### config.mk
export PLATFORM = sky130hd
export DESIGN_NAME = uefd_error_flags
export DESIGN_NICKNAME = d
export VERILOG_FILES = /design/src/uefd_pkg.sv /design/src/uefd_error_flags.sv
export VERILOG_INCLUDE_DIRS = /design/src /design/src/src
export SDC_FILE = /design/constraint.sdc
export NUM_CORES = 1
export LEC_CHECK = 0
export BUFFER_PORTS_ARGS = -buffer_cell sky130_fd_sc_hd__buf_2
export CAP_MARGIN = 20
export CORE_ASPECT_RATIO = 0.5
export CORE_MARGIN = 8
export CORE_UTILIZATION = 55
export DETAILED_ROUTE_END_ITERATION = 7
export GPL_ROUTABILITY_DRIVEN = 0
export MAX_ROUTING_LAYER = met4
export PLACE_DENSITY = 0.92
export SYNTH_ARGS = -nofsm -noshare
export SYNTH_HDL_FRONTEND = slang
export SYNTH_SLANG_ARGS = --single-unit
export TNS_END_PERCENT = 5
### constraint.sdc
create_clock -name CLOCK_I -period 3.45 [get_ports CLOCK_I]
set_input_delay 0.1725 -clock CLOCK_I [delete_from_list [all_inputs] [get_ports CLOCK_I]]
set_output_delay 0.1725 -clock CLOCK_I [all_outputs]
set_load 0.05 [all_outputs]
### src/uefd_params.svh
`ifndef UEFD_PARAMS_SVH
`define UEFD_PARAMS_SVH
`define UEFD_ADDR_W 4
`define UEFD_REG_ERR 4'h2
`define UEFD_REG_CTRL 4'h4
`define UEFD_BIT_PID 0
`define UEFD_BIT_TOKFRM 1
`define UEFD_BIT_DATA_CHECKSUM_FAILURE 2
`define UEFD_BIT_NONOCT 3
`define UEFD_BIT_BTO 4
`define UEFD_BIT_DMA 5
`define UEFD_BIT_STUFF 7
`define UEFD_VALID_MASK 8'hbf
`define UEFD_ERR_RESET 16'h0000
`define UEFD_BTO_LIMIT 16
`define UEFD_BIT_CLKS 2
`endif

### src/uefd_pkg.sv
package uefd_pkg;
   // Per-packet receive checks reported by the serial decoder
   typedef struct packed {
      logic stuff_err;
      logic pid_bad;
      logic crc5_bad;
      logic data_checksum_failure_bad;
      logic non_octet;
   } uefd_rx_chk_t;
   // DMA events
   typedef struct packed {
      logic tx_need_no_grant;
      logic rx_need_no_grant;
      logic oversize;
   } uefd_dma_evt_t;
   typedef enum logic [1:0] {
      UEFD_TA_IDLE = 2'b00,
      UEFD_TA_WAIT = 2'b01
   } uefd_ta_state_t;
endpackage

### src/uefd_error_flags.sv
`timescale 1ns/1ns
`include "uefd_params.svh"
module uefd_error_flags
   import uefd_pkg::*;
#(
   parameter int BTO_LIMIT = `UEFD_BTO_LIMIT,
   parameter int BIT_CLKS = `UEFD_BIT_CLKS
) (
   input wire logic CLOCK_I,
   input wire logic NRST_I,
   input wire logic [`UEFD_ADDR_W-1:0] ADDR_I,
   input wire logic [15:0] WDATA_I,
   input wire logic WR_I,
   input wire logic RD_I,
   output logic [15:0] RDATA_O,
   input wire logic EOP_I,
   input wire logic TA_START_I,
   input wire logic LINE_IDLE_I,
   input wire logic PKT_END_I,
   input wire logic TOKEN_PKT_I,
   input wire logic DATA_PKT_I,
   input wire uefd_rx_chk_t RX_CHK_I,
   input wire uefd_dma_evt_t DMA_EVT_I,
   input wire logic DATA_XFER_I,
   input wire logic SOF_CNT_ZERO_I,
   output logic HOST_MODE_O,
   output logic PKT_REJECT_O,
   output logic TRUNCATE_O,
   output logic ERROR_IRQ_O
);
   logic [7:0] err_en_q, err_en_d;
   logic [7:0] err_st_q, err_st_d;
   logic host_q, host_d;
   logic [15:0] rdata_q, rdata_d;
   logic [7:0] bt_cnt_q, bt_cnt_d;
   logic [7:0] clk_cnt_q, clk_cnt_d;
   logic idle_s1_q, idle_s2_q;
   uefd_ta_state_t ta_q, ta_d;
   logic [7:0] ev;
   logic [7:0] wr_clr;
   logic wr_err, wr_ctrl, bto_hit;

   assign wr_err = WR_I && (ADDR_I == `UEFD_REG_ERR);
   assign wr_ctrl = WR_I && (ADDR_I == `UEFD_REG_CTRL);

   // Line idle comes from the pins, so synchronise it first
   always_ff @(posedge CLOCK_I or negedge NRST_I) begin
      if (!NRST_I) begin
         // Reset to the idle level so no false activity follows reset
         idle_s1_q <= 1'b1;
         idle_s2_q <= 1'b1;
      end else begin
         idle_s1_q <= LINE_IDLE_I;
         idle_s2_q <= idle_s1_q;
      end
   end

   // Turnaround timer counts bit times from the previous EOP
   always_comb begin
      ta_d = ta_q;
      clk_cnt_d = clk_cnt_q;
      bt_cnt_d = bt_cnt_q;
      bto_hit = 1'b0;
      unique case (ta_q)
         UEFD_TA_IDLE: begin
            if (TA_START_I && EOP_I) begin
               ta_d = UEFD_TA_WAIT;
               clk_cnt_d = 8'h00;
               bt_cnt_d = 8'h00;
            end
         end
         UEFD_TA_WAIT: begin
            if (!idle_s2_q) begin
               ta_d = UEFD_TA_IDLE;
            end else if (clk_cnt_q == 8'(BIT_CLKS - 1)) begin
               clk_cnt_d = 8'h00;
               bt_cnt_d = bt_cnt_q + 8'h01;
               if (bt_cnt_q == 8'(BTO_LIMIT)) begin
                  bto_hit = 1'b1;
                  ta_d = UEFD_TA_IDLE;
               end
            end else begin
               clk_cnt_d = clk_cnt_q + 8'h01;
            end
         end
         default: ta_d = UEFD_TA_IDLE;
      endcase
   end

   assign ev[`UEFD_BIT_STUFF] = PKT_END_I && RX_CHK_I.stuff_err;
   assign ev[6] = 1'b0;
   assign ev[`UEFD_BIT_DMA] = DMA_EVT_I.tx_need_no_grant
      || DMA_EVT_I.rx_need_no_grant
      || DMA_EVT_I.oversize;
   assign ev[`UEFD_BIT_BTO] = bto_hit;
   assign ev[`UEFD_BIT_NONOCT] = PKT_END_I && DATA_PKT_I
      && RX_CHK_I.non_octet;
   assign ev[`UEFD_BIT_DATA_CHECKSUM_FAILURE] = PKT_END_I && DATA_PKT_I
      && RX_CHK_I.data_checksum_failure_bad;
   assign ev[`UEFD_BIT_TOKFRM] =
      (!host_q && PKT_END_I && TOKEN_PKT_I && RX_CHK_I.crc5_bad)
      || (host_q && DATA_XFER_I && SOF_CNT_ZERO_I);
   assign ev[`UEFD_BIT_PID] = PKT_END_I && RX_CHK_I.pid_bad;

   assign wr_clr = wr_err ? WDATA_I[7:0] : 8'h00;
   // Set wins over a same-cycle clear so no event is lost
   assign err_st_d = ((err_st_q & ~wr_clr) | ev)
      & `UEFD_VALID_MASK;
   assign err_en_d = wr_err ? (WDATA_I[15:8] & `UEFD_VALID_MASK)
      : err_en_q;
   assign host_d = wr_ctrl ? WDATA_I[0] : host_q;

   assign rdata_d = !RD_I ? 16'h0000 :
      (ADDR_I == `UEFD_REG_ERR) ? {err_en_q, err_st_q} :
      (ADDR_I == `UEFD_REG_CTRL) ? {15'h0000, host_q} : 16'h0000;

   always_ff @(posedge CLOCK_I or negedge NRST_I) begin
      if (!NRST_I) begin
         err_en_q <= 8'(`UEFD_ERR_RESET >> 8);
         err_st_q <= 8'h00;
         host_q <= 1'b0;
         rdata_q <= 16'h0000;
         ta_q <= UEFD_TA_IDLE;
         clk_cnt_q <= 8'h00;
         bt_cnt_q <= 8'h00;
      end else begin
         err_en_q <= err_en_d;
         err_st_q <= err_st_d;
         host_q <= host_d;
         rdata_q <= rdata_d;
         ta_q <= ta_d;
         clk_cnt_q <= clk_cnt_d;
         bt_cnt_q <= bt_cnt_d;
      end
   end

   assign RDATA_O = rdata_q;
   assign HOST_MODE_O = host_q;
   // Reject is combinational so the packet is dropped at its own end
   assign PKT_REJECT_O = ev[`UEFD_BIT_STUFF] || ev[`UEFD_BIT_DATA_CHECKSUM_FAILURE]
      || (!host_q && PKT_END_I && TOKEN_PKT_I && RX_CHK_I.crc5_bad);
   assign TRUNCATE_O = DMA_EVT_I.oversize;
   assign ERROR_IRQ_O = |(err_st_q & err_en_q);
endmodule

==> metrics.cfg <==
[worst_setup_path]
crit_arrival_ns = 2.23
critPathLaunchType = flop
rrSetupSlack_ns = 1.41
r2r_start = ta_q[0]
r2r_end = bt_cnt_q[7]
crit_type = reg -> reg
endpoint_kind = flop
ff2ff_path_depth = 4
cp_max_fo = 14
cp.required_ns = 3.64

[cells_and_area]
multi_input_area_um2 = 901
area_growth_pct = 20.5
n_antenna_cell = 0
drive_gt1_frac = 0.331
nets = 291
fillerInstances = 264
seq_area_um2 = 1200

[grt]
grt_max_degree = 49
antenna_found_initial = 0
grt_pass1_vias = 1823
grt_first_pass_wirelength_mm = 8.68
grt.total_usage = 0.177
grt.overflow.total = 0

[logic_synthesis]
yosys_register_bits = 48
synth_edf_count = 0
synth_flop_cell = dfrtp_1
async_reset_ff_frac = 1.00
yosysWarnings = 0
synth_area_per_cell_um2 = 11.4
ys_seq_area_frac = 0.557
synth_cells = 189
syn_area_um2 = 2160
synth_cell_type_count = 46

[timing]
rsz0062_at_grt = false
finalHoldViolations = 0
setup_tns_ns = 0
period_share = 0.591
fmax_mhz = 491
relSlewSlack = 0.610
setup_viol = 0
setup_ws_ns = 1.41
final.min_clock_period_ns = 2.04
worst-slew-pin-transition_ns = 0.585
skew_ns = 0.00725
drv_slew = 0

[clock_tree]
cts_buffer_depth = 2
cts_tree = done
cts.sinks = 48
path_clk_slew_ns = 0.09
cts_hold_repair.buffers = 1
cts_made_buffers = 5
clock-root-buffer = clkbuf_8
cts_setup_buffers = 0
htree_levels = 2
cts_resized = 0
clock_latency_ns = 0.30

[drt]
antenna_left = 0
via_per_inst = 5.64
firstDrtPassIters = 4
num_vias = 1703
drc = 0
dr.first_iter.drc_count = 109
routedWlPerCell_um = 17.7
wl_mm = 5.35

[floorplanning]
row_count = 16
fp.dieW_um = 105
coreArea_um2 = 3840
start_util = 0.562
dieArea_um2 = 6310
ios = 60
die_y_um = 60.3

[min_path]
holdPathStages = 2
whs_endpoint = err_st_q[5]
hp-start = DMA_EVT_I[1]
holdCritPathClass = in -> reg

[power]
power_leakage_uw = 0.00128
ir_drop_uv = 417
power_density_nw_per_um2 = 469

[flow_run]
cap_violations = 0

[placed_design]
hpwl_mm = 3.67
dp_slack_ns = 1.44
io_buffer_count = 55

[status]
status = finished, final reports clean

## logic make-up after synthesis
group                    synth area share
AO/OA/AOI/OAI                       0.112
multiplexers                       0.0510
XOR/XNOR                           0.0324
adder cells (fa/ha/maj)            0.0232
AND/OR/NAND/NOR                     0.195
other                             0.00174
flip-flops                          0.557
buffers and inverters              0.0278
## worst max-delay path by stage
stage	to	startpoint	slack, ns
after floorplan	PKT_REJECT_O	HOST_MODE_O	1.68
after global placement	bt_cnt_q[7]	ta_q[0]	1.50
after detailed placement	bt_cnt_q[7]	ta_q[0]	1.44
after CTS	bt_cnt_q[7]	ta_q[0]	1.43
after global routing	bt_cnt_q[7]	ta_q[0]	1.29
final	bt_cnt_q[7]	ta_q[0]	1.41
## power by group
| group | leakage (µW) | switching, µW | internal, µW | total (µW) |
|---|---|---|---|---|
| combinational | 0.000624 | 126 | 87.2 | 213 |
| sequential | 0.000615 | 45.2 | 608 | 653 |
| clock | 0.0000434 | 193 | 162 | 356 |
| total | 0.00128 | 365 | 858 | 1220 |
## flip-flops by register name, indices dropped and copies added (netlist names)
name,count
idle_s1_q,1
RDATA_O,14
ta_q,1
err_st_q,7
clk_cnt_q,8
idle_s2_q,1
err_en_q,7
bt_cnt_q,8
HOST_MODE_O,1
## cell usage after synthesis, types with 2 or more instances
cell type / n / area share
nand4_1: 6 / 0.017
nand2_1: 13 / 0.023
inv_1: 5 / 0.0087
and3_1: 5 / 0.014
buf_4: 3 / 0.010
nor2b_1: 2 / 0.0058
clkbuf_1: 4 / 0.0069
nand3_1: 7 / 0.016
a22oi_1: 3 / 0.010
a21oi_1: 4 / 0.0093
a32o_1: 2 / 0.0093
dfrtp_1: 46 / 0.53
and2_1: 14 / 0.041
o2111ai_1: 5 / 0.020
mux2i_1: 2 / 0.0093
nor2_1: 15 / 0.026
a22o_1: 3 / 0.012
mux2_2: 8 / 0.042
dfstp_2: 2 / 0.024
o21ai_0: 5 / 0.012
ha_1: 4 / 0.023
xor2_1: 7 / 0.028
## cells in the final DEF (no fill, tap or decap), drive strengths merged, types with 6 or more instances in the layout
cell / netlist / routed
nand2: 13 / 13
clkbuf: 4 / 6
and2: 15 / 15
xor2: 7 / 7
dfrtp: 46 / 46
mux2: 8 / 8
and3: 6 / 6
nand3: 7 / 7
nor2: 15 / 15
buf: 4 / 56
nand4: 6 / 6
## cell type report
cell class,instances,area share
multi-input cells,129,0.346
flip-flops and latches,48,0.462
repair buffers,58,0.121
well taps,54,0.0259
clock inverters,2,0.00577
clock buffers,6,0.0317
inverters,5,0.00721
## critical path, stage by stage, from the launching register on
cell	delay, ns
dfrtp_1	0.43
and3b_1	0.54
nor2_1	0.25
or4_4	0.58
mux2i_1	0.13
## through the flow
step,cells,hold slack [ns],total power (µW),util,cell area [µm²]
floorplan,190,-0.123,790,-,2160
CTS,300,0.0621,1220,0.670,2570
global route,302,0.0689,1280,0.677,2600
global placement,291,0.278,852,0.642,2470
finish,302,0.0678,1220,0.677,2600
detailed placement,291,0.279,863,0.642,2470
## per-layer routing
metal  share of wire  vias to the layer above  GRT usage
li1                -                      789          -
met1            0.41                      843      0.191
met2            0.53                       60      0.326
met3           0.041                       11     0.0398
met4           0.017                        0     0.0582
met5               0                        -          -
Power figures use the tool's default switching activity.
